### src/erc_pkg.sv
// Constants for the E1 receive control register bank
package erc_pkg;
    localparam int ADDR_W = 6;
    localparam int DATA_W = 8;
    localparam logic [ADDR_W-1:0] ADDR_CHIP_IDENTITY = 6'h0f;
    localparam logic [ADDR_W-1:0] ADDR_RECEIVE_CONTROL = 6'h10;
    localparam logic [ADDR_W-1:0] ADDR_COMMON_CONTROL_FOUR = 6'h15;
    localparam logic [ADDR_W-1:0] ADDR_COMMON_CONTROL_FIVE = 6'h16;
    localparam logic [ADDR_W-1:0] ADDR_FACTORY_TEST = 6'h1e;
    // Device code in the identity register upper nibble; value is arbitrary
    localparam logic [3:0] DEVICE_CODE = 4'h5;
    // Chip revision in the lower nibble; value is arbitrary
    localparam logic [3:0] CHIP_REVISION = 4'h1;
    // Receive control field positions
    localparam int RC_MF_KIND = 7;
    localparam int RC_MODE = 6;
    localparam int RC_DIR = 5;
    localparam int RC_BUF_EN = 4;
    localparam int RC_CRITERIA = 2;
    localparam int RC_AUTO_DIS = 1;
    localparam int RC_RESYNC = 0;
    // Reset request bit positions in the common control registers
    localparam int CC5_LINE_RST = 4;
    localparam int CC4_ES_RST_LO = 5;
    localparam int CC4_ES_RST_HI = 6;
    // Register contents after reset (host must rewrite all anyway)
    localparam logic [DATA_W-1:0] REG_RESET = 8'h00;
    // Consecutive errors that call for a resync
    localparam logic [1:0] ERR_LIMIT = 2'h3;
    // Line interface recovery time and its cycle count at 250 MHz
    localparam int LINE_RECOVER_MS = 40;
    localparam int CLK_MHZ = 250;
    localparam int LINE_RECOVER_CYC = LINE_RECOVER_MS * 1000 * CLK_MHZ;
endpackage : erc_pkg

### src/erc_receive_control_regs.sv
// Receive control, identity and test register bank for one E1 transceiver
`timescale 1ns/1ps
module erc_receive_control_regs #(
    parameter int RECOVER_CYC = erc_pkg::LINE_RECOVER_CYC
) (
    input wire logic clk,
    input wire logic resetn,
    input wire logic transceiver_select_low,
    input wire logic transceiver_select_high,
    input wire logic reg_wr,
    input wire logic reg_rd,
    input wire logic [erc_pkg::ADDR_W-1:0] reg_addr,
    input wire logic [erc_pkg::DATA_W-1:0] reg_wdata,
    output logic [erc_pkg::DATA_W-1:0] reg_rdata,
    input wire logic fas_check,
    input wire logic fas_err,
    input wire logic nfas_check,
    input wire logic nfas_bit2_err,
    input wire logic frame_boundary,
    input wire logic cas_mf_boundary,
    input wire logic crc4_mf_boundary,
    output logic receive_frame_pulse_out,
    output logic receive_frame_pulse_oe,
    output logic receive_buffer_enable,
    output logic resync_start,
    output logic line_interface_reset,
    output logic line_interface_busy,
    output logic [1:0] elastic_store_reset
);
    import erc_pkg::*;

    logic [DATA_W-1:0] rcv_ctl_reg;
    logic [DATA_W-1:0] test_reg;
    logic [DATA_W-1:0] cc4_reg;
    logic [DATA_W-1:0] cc5_reg;
    logic [1:0] sel_meta_reg;
    logic [1:0] sel_sync_reg;
    logic resync_req_reg;
    logic [1:0] fas_cnt_reg;
    logic [1:0] nfas_cnt_reg;
    logic [31:0] recover_cnt_reg;
    logic pulse_reg;
    logic [DATA_W-1:0] rdata_reg;

    // Address decode
    wire is_first = (sel_sync_reg == 2'b00);
    wire hit_id = (reg_addr == ADDR_CHIP_IDENTITY) && is_first;
    wire hit_rc = (reg_addr == ADDR_RECEIVE_CONTROL);
    wire hit_c4 = (reg_addr == ADDR_COMMON_CONTROL_FOUR);
    wire hit_c5 = (reg_addr == ADDR_COMMON_CONTROL_FIVE);
    wire hit_tst = (reg_addr == ADDR_FACTORY_TEST);
    wire wr_rc = reg_wr && hit_rc;
    wire wr_c4 = reg_wr && hit_c4;
    wire wr_c5 = reg_wr && hit_c5;
    wire wr_tst = reg_wr && hit_tst;
    wire [DATA_W-1:0] id_value = {DEVICE_CODE, CHIP_REVISION};

    // Read mux; identity is read-only, absent or unmapped reads give zero
    wire [DATA_W-1:0] rd_mux =
        hit_id ? id_value :
        hit_rc ? rcv_ctl_reg :
        hit_c4 ? cc4_reg :
        hit_c5 ? cc5_reg :
        hit_tst ? test_reg : REG_RESET;

    // Request bits in one vector: 0 line reset, 1 and 2 elastic store, 3 resync
    localparam int REQ_N = 4;
    wire [REQ_N-1:0] req_wr = {wr_rc, wr_c4, wr_c4, wr_c5};
    wire [REQ_N-1:0] req_new = {reg_wdata[RC_RESYNC], reg_wdata[CC4_ES_RST_HI],
        reg_wdata[CC4_ES_RST_LO], reg_wdata[CC5_LINE_RST]};
    wire [REQ_N-1:0] req_old = {rcv_ctl_reg[RC_RESYNC], cc4_reg[CC4_ES_RST_HI],
        cc4_reg[CC4_ES_RST_LO], cc5_reg[CC5_LINE_RST]};
    wire [REQ_N-1:0] req_edge;

    // Rising edges of stored bits on a write; rewriting a set bit asks for nothing
    genvar gi;
    generate
        for (gi = 0; gi < REQ_N; gi++) begin : g_edge
            assign req_edge[gi] = req_wr[gi] && req_new[gi] && !req_old[gi];
        end
    endgenerate

    // Named edges for the pulse logic below
    wire line_edge = req_edge[0];
    wire es_lo_edge = req_edge[1];
    wire es_hi_edge = req_edge[2];
    wire resync_edge = req_edge[3];

    // Resync criteria and automatic resync
    wire fas_hit = fas_check && fas_err && (fas_cnt_reg == ERR_LIMIT - 2'h1);
    wire nfas_hit = nfas_check && nfas_bit2_err && (nfas_cnt_reg == ERR_LIMIT - 2'h1);
    wire crit_met = fas_hit || (rcv_ctl_reg[RC_CRITERIA] && nfas_hit);
    wire auto_resync = crit_met && !rcv_ctl_reg[RC_AUTO_DIS];

    // Receive pulse source selection
    wire mf_src = rcv_ctl_reg[RC_MF_KIND] ? crc4_mf_boundary : cas_mf_boundary;
    wire pulse_src = rcv_ctl_reg[RC_MODE] ? mf_src : frame_boundary;

    // Pin input only when elastic store is on; otherwise the pin stays driven
    assign receive_frame_pulse_oe = !(rcv_ctl_reg[RC_DIR] && rcv_ctl_reg[RC_BUF_EN]);
    assign receive_buffer_enable = rcv_ctl_reg[RC_BUF_EN];
    assign receive_frame_pulse_out = pulse_reg;
    assign resync_start = resync_req_reg;
    assign line_interface_busy = (recover_cnt_reg != 32'h0);
    assign reg_rdata = rdata_reg;

    // Transceiver select straps pass two flip-flops
    always_ff @(posedge clk or negedge resetn) begin
        if (!resetn) begin
            sel_meta_reg <= 2'b00;
            sel_sync_reg <= 2'b00;
        end else begin
            sel_meta_reg <= {transceiver_select_high, transceiver_select_low};
            sel_sync_reg <= sel_meta_reg;
        end
    end

    // Register storage
    always_ff @(posedge clk or negedge resetn) begin
        if (!resetn) begin
            rcv_ctl_reg <= REG_RESET;
            test_reg <= REG_RESET;
            cc4_reg <= REG_RESET;
            cc5_reg <= REG_RESET;
        end else begin
            if (wr_rc) rcv_ctl_reg <= reg_wdata;
            if (wr_tst) test_reg <= reg_wdata;
            if (wr_c4) cc4_reg <= reg_wdata;
            if (wr_c5) cc5_reg <= reg_wdata;
        end
    end

    // Read data register, loaded on a read strobe
    always_ff @(posedge clk or negedge resetn) begin
        if (!resetn) begin
            rdata_reg <= REG_RESET;
        end else if (reg_rd) begin
            rdata_reg <= rd_mux;
        end
    end

    // Next counts of the error runs; a good word restarts the run
    wire counters_clear = crit_met || resync_edge;
    wire [1:0] fas_cnt_next = fas_err ? fas_cnt_reg + 2'h1 : 2'h0;
    wire [1:0] nfas_cnt_next = nfas_bit2_err ? nfas_cnt_reg + 2'h1 : 2'h0;

    // Next value of the recovery timer, reloaded by each line reset request
    wire recover_run = (recover_cnt_reg != 32'h0);
    wire [31:0] recover_cnt_next =
        line_edge ? 32'(RECOVER_CYC) :
        recover_run ? recover_cnt_reg - 32'h1 : recover_cnt_reg;

    // FAS error run; any resync starts the count again
    always_ff @(posedge clk or negedge resetn) begin
        if (!resetn) begin
            fas_cnt_reg <= 2'h0;
        end else if (counters_clear) begin
            fas_cnt_reg <= 2'h0;
        end else if (fas_check) begin
            fas_cnt_reg <= fas_cnt_next;
        end
    end

    // Non-FAS bit 2 error run; counted always, used only when the criterion asks
    always_ff @(posedge clk or negedge resetn) begin
        if (!resetn) begin
            nfas_cnt_reg <= 2'h0;
        end else if (counters_clear) begin
            nfas_cnt_reg <= 2'h0;
        end else if (nfas_check) begin
            nfas_cnt_reg <= nfas_cnt_next;
        end
    end

    // Resync request pulse, from the host bit or from the criteria
    always_ff @(posedge clk or negedge resetn) begin
        if (!resetn) begin
            resync_req_reg <= 1'b0;
        end else begin
            resync_req_reg <= resync_edge || auto_resync;
        end
    end

    // Line interface reset pulse, one cycle per zero-to-one write
    always_ff @(posedge clk or negedge resetn) begin
        if (!resetn) begin
            line_interface_reset <= 1'b0;
        end else begin
            line_interface_reset <= line_edge;
        end
    end

    // Elastic store reset pulses, one per bit written from zero to one
    always_ff @(posedge clk or negedge resetn) begin
        if (!resetn) begin
            elastic_store_reset <= 2'h0;
        end else begin
            elastic_store_reset <= {es_hi_edge, es_lo_edge};
        end
    end

    // Receive pulse pin, the selected boundary one cycle late
    always_ff @(posedge clk or negedge resetn) begin
        if (!resetn) begin
            pulse_reg <= 1'b0;
        end else begin
            pulse_reg <= pulse_src;
        end
    end

    // Line recovery timer; busy stays high while it runs
    always_ff @(posedge clk or negedge resetn) begin
        if (!resetn) begin
            recover_cnt_reg <= 32'h0;
        end else begin
            recover_cnt_reg <= recover_cnt_next;
        end
    end
endmodule : erc_receive_control_regs

### config.mk
export PLATFORM = sky130hd
export DESIGN_NAME = erc_receive_control_regs
export DESIGN_NICKNAME = d
export VERILOG_FILES = /design/src/erc_pkg.sv /design/src/erc_receive_control_regs.sv
export SDC_FILE = /design/constraint.sdc
export NUM_CORES = 1
export LEC_CHECK = 0
export BUFFER_PORTS_ARGS = -buffer_cell sky130_fd_sc_hd__clkbuf_2
export CAP_MARGIN = 20
export CORE_MARGIN = 10
export CORE_UTILIZATION = 48
export CTS_CLUSTER_SIZE = 40
export DETAILED_ROUTE_END_ITERATION = 10
export GPL_ROUTABILITY_DRIVEN = 0
export PLACE_DENSITY = 0.64
export RECOVER_POWER = 25
export SYNTH_ARGS = -nofsm -noshare
export SYNTH_HDL_FRONTEND = slang
export SYNTH_SLANG_ARGS = --single-unit
### constraint.sdc
create_clock -name clk -period 7.4 [get_ports clk]
set_input_delay 0.74 -clock clk [delete_from_list [all_inputs] [get_ports clk]]
set_output_delay 0.74 -clock clk [all_outputs]
set_load 0.005 [all_outputs]
==> reports/qor.yml <==
cells_and_area:
  n_fill_cell: 717
  num-nets-final: 459
  design_area_um2: 4590
  area_delta_synth_final_pct: 12.7
  seq_area_um2: 2130
  diodes: 0
  multiInputGateArea_um2: 1820
  largest_reg_flops: 32
  final_core_utilization_pct: 55.8
  drive_above_1_share_pct: 22.2
timing:
  grt_setup_unrepaired: "no"
  fin_crit_ns: 4.31
  max_slew_margin_pct: -129
  worstMarginPinSlew_ns: 3.44
  max_freq_mhz: 232
  final-hold-violation-count: 0
  drv_slew: 68
  finalSetupTns_ns: 0
  finalSetupViolCount: 0
  finalCritPeriodShare_pct: 58.3
  worst_slack_ns: 3.09
  fin_skew_ns: 0.00524
synth:
  synth_cells: 384
  synth_area_per_cell_um2: 10.6
  syn_area_um2: 4070
  ys_seq_area_share_pct: 52.3
  ys.flop_type: "dfrtp_1"
  synth_top_area_cell: "dfrtp_1"
  synth_nets: 414
  synth_top_area_share_pct: 52.3
  yosysWarningCount: 0
  synth-edff-count: 0
  ys_async_sr_fraction_pct: 100
  synth-seq-cells: 85
  synthTopCellsByArea: "dfrtp_1, mux2_2, a21oi_1"
  ys_types: 46
clock_network:
  cts_buffers: 9
  clk_path_buf_depth: 2
  cts_num_sinks: 85
  clkTransAtPathRegs_ns: 0.08
  clk_latency_ns: 0.35
  cts_resized: 0
  tritoncts: "done"
  root_buffer: "clkbuf_8"
  cts_hold_buf: 0
  cts_setup_buffers: 0
  htreeDepth: 3
routing:
  ant_nets: 0
  vias_per_cell: 5.89
  wl_per_cell_um: 16.9
  drt_iter0_drc: 86
  vias: 3169
  dr.pass1.iters: 5
  routed_wl_um: 9090
  drc: 0
hold_path:
  hp-class: "register to register"
critical_path:
  crit_arrival_ns: 4.00
  worst_ep_required_time_ns: 7.09
  path_cells: "clkbuf_1, clkbuf_1"
  slowest_delay_ns: 2.49
  critPathCaptureType: "asynchronous set/reset pin"
  crit_slowest_cell: "clkbuf_1"
  path_max_fanout: 67
  cp_common_cell: "clkbuf_1"
  start_kind: "input pin"
  crit_buf_inv: 2
  crit_type: "input pin to asynchronous set/reset pin"
  critPathTopFamily: "buffers and inverters"
floorplan:
  num_io_pins: 43
  dieWidth_um: 112
  dieArea_um2: 12600
  core_area_um2: 8220
  row_count: 33
  die_h_um: 112
  start_util_pct: 49.5
global_routing:
  grt_pass1_wl_um: 15300
  overflow: 0
  grt_pass1_vias: 3190
  grt_max_degree: 86
  antenna_found_initial: 0
  track_usage_pct: 14.4
power_and_ir_drop:
  pwr-share-clk_pct: 31.3
  power_switching_mw: 0.308
  seqPwrFrac_pct: 54.0
  peakVddDrop_mv: 0.127
  powerDensity_nw_per_um2: 237
  p_int_mw: 0.777
  p_comb_share_pct: 14.7
  swShare_pct: 28.4
  p_leak_nw: 1.95
outcome:
  status: "finished, violations left"
  violations: "capacitance limit, slew limit"
placement:
  dpl.hpwl_um: 6420
  pre_cts_ws_ns: 4.31
  place_area_um2: 4380
  portBuffers: 42
flow_run:
  max_cap_violations: 1
## power groups by stage
stage | Clock (mW) | Sequential [mW] | Combinational (mW)
finish | 0.339 | 0.586 | 0.160
global route | 0.370 | 0.596 | 0.184
CTS | 0.347 | 0.585 | 0.162
detailed placement | 0 | 0.594 | 0.161
global placement | 0 | 0.590 | 0.155
floorplan | 0 | 0.578 | 0.116
## kinds of logic (layout without fill, tap and decap cells)
group	count (synthesis)	in the layout	share of synthesized area, %
adder cells (fa/ha/maj)	3	3	0.923
multiplexers	39	39	10.6
flip-flops	85	85	52.3
AND/OR/NAND/NOR	147	147	20.4
AO/OA/AOI/OAI	79	79	12.2
XOR/XNOR	3	3	0.646
buffers and inverters	28	77	2.95
## cell usage after synthesis (4+ instances only)
| cell | n |
|---|---|
| clkbuf_1 | 5 |
| nor3b_1 | 4 |
| nand3_1 | 6 |
| nor2_1 | 34 |
| nand2_1 | 18 |
| o21ai_0 | 19 |
| nand4_1 | 7 |
| nor3_1 | 13 |
| nand2b_1 | 6 |
| dfrtp_1 | 85 |
| mux2_2 | 32 |
| or4_1 | 11 |
| a211o_1 | 6 |
| or3_1 | 20 |
| a21oi_1 | 28 |
| a222oi_1 | 5 |
| nor4_1 | 12 |
| nand4b_1 | 4 |
| inv_1 | 13 |
| mux2i_1 | 7 |
| o31ai_1 | 5 |
## final cells by class
class	instances	area share, %
Clock buffer	11	3.30
Tap cell	105	2.86
Sequential cell	85	46.4
Inverter	15	1.23
Clock inverter	4	1.23
Timing Repair Buffer	47	5.29
Multi-Input combinational cell	271	39.7
## routing by layer
layer	GRT usage (%)	routed length [um]	up-vias	part of all wire, %
met2	25.8	4740	61	52
li1	-	-	1531	-
met5	0	0	-	0
met3	3.35	362	9	4.0
met4	3.55	80	0	0.88
met1	17.1	3910	1568	43
## stage by stage
| stage | hold slack, ns | instances | total power [mW] |
|---|---|---|---|
| 2_1_floorplan | 0.331 | 384 | 0.694 |
| 3_3_place_gp | 0.346 | 522 | 0.745 |
| 3_5_place_dp | 0.356 | 522 | 0.755 |
| 4_1_cts | 0.369 | 537 | 1.09 |
| 5_1_grt | 0.386 | 538 | 1.15 |
| 6_report | 0.368 | 538 | 1.09 |
## placed cells by master (no fill, tap or decap), types with 3 or more instances in the layout
master / count
ha_1: 3
or3_1: 20
o21ai_0: 19
clkbuf_8: 11
nor3b_1: 4
nor4_1: 12
xnor2_1: 3
a211o_1: 6
a21oi_1: 28
or4_1: 11
a31oi_1: 3
nor3_1: 13
nor2_1: 34
a22o_1: 3
mux2i_1: 7
nand2b_1: 6
nand4_1: 7
clkbuf_2: 41
a222oi_1: 5
buf_4: 4
dfrtp_1: 85
nand2_1: 18
nand4b_1: 4
mux2_2: 32
inv_1: 13
and4_1: 3
o31ai_1: 5
nand3_1: 6
## worst paths after layout
kind	startpoint	to	slack (ns)	cells past startpoint
min reg2reg	sel_meta_reg[1]	sel_sync_reg[1]	0.37	0
max in group clk	recover_cnt_reg[12]	line_interface_busy	3.91	6
min	sel_meta_reg[1]	sel_sync_reg[1]	0.37	0
min in group asynchronous	resetn	recover_cnt_reg[18]	0.54	1
max reg2reg	recover_cnt_reg[12]	recover_cnt_reg[15]	4.68	7
max	resetn	test_reg[2]	3.09	2
Power figures use the tool's default switching activity.
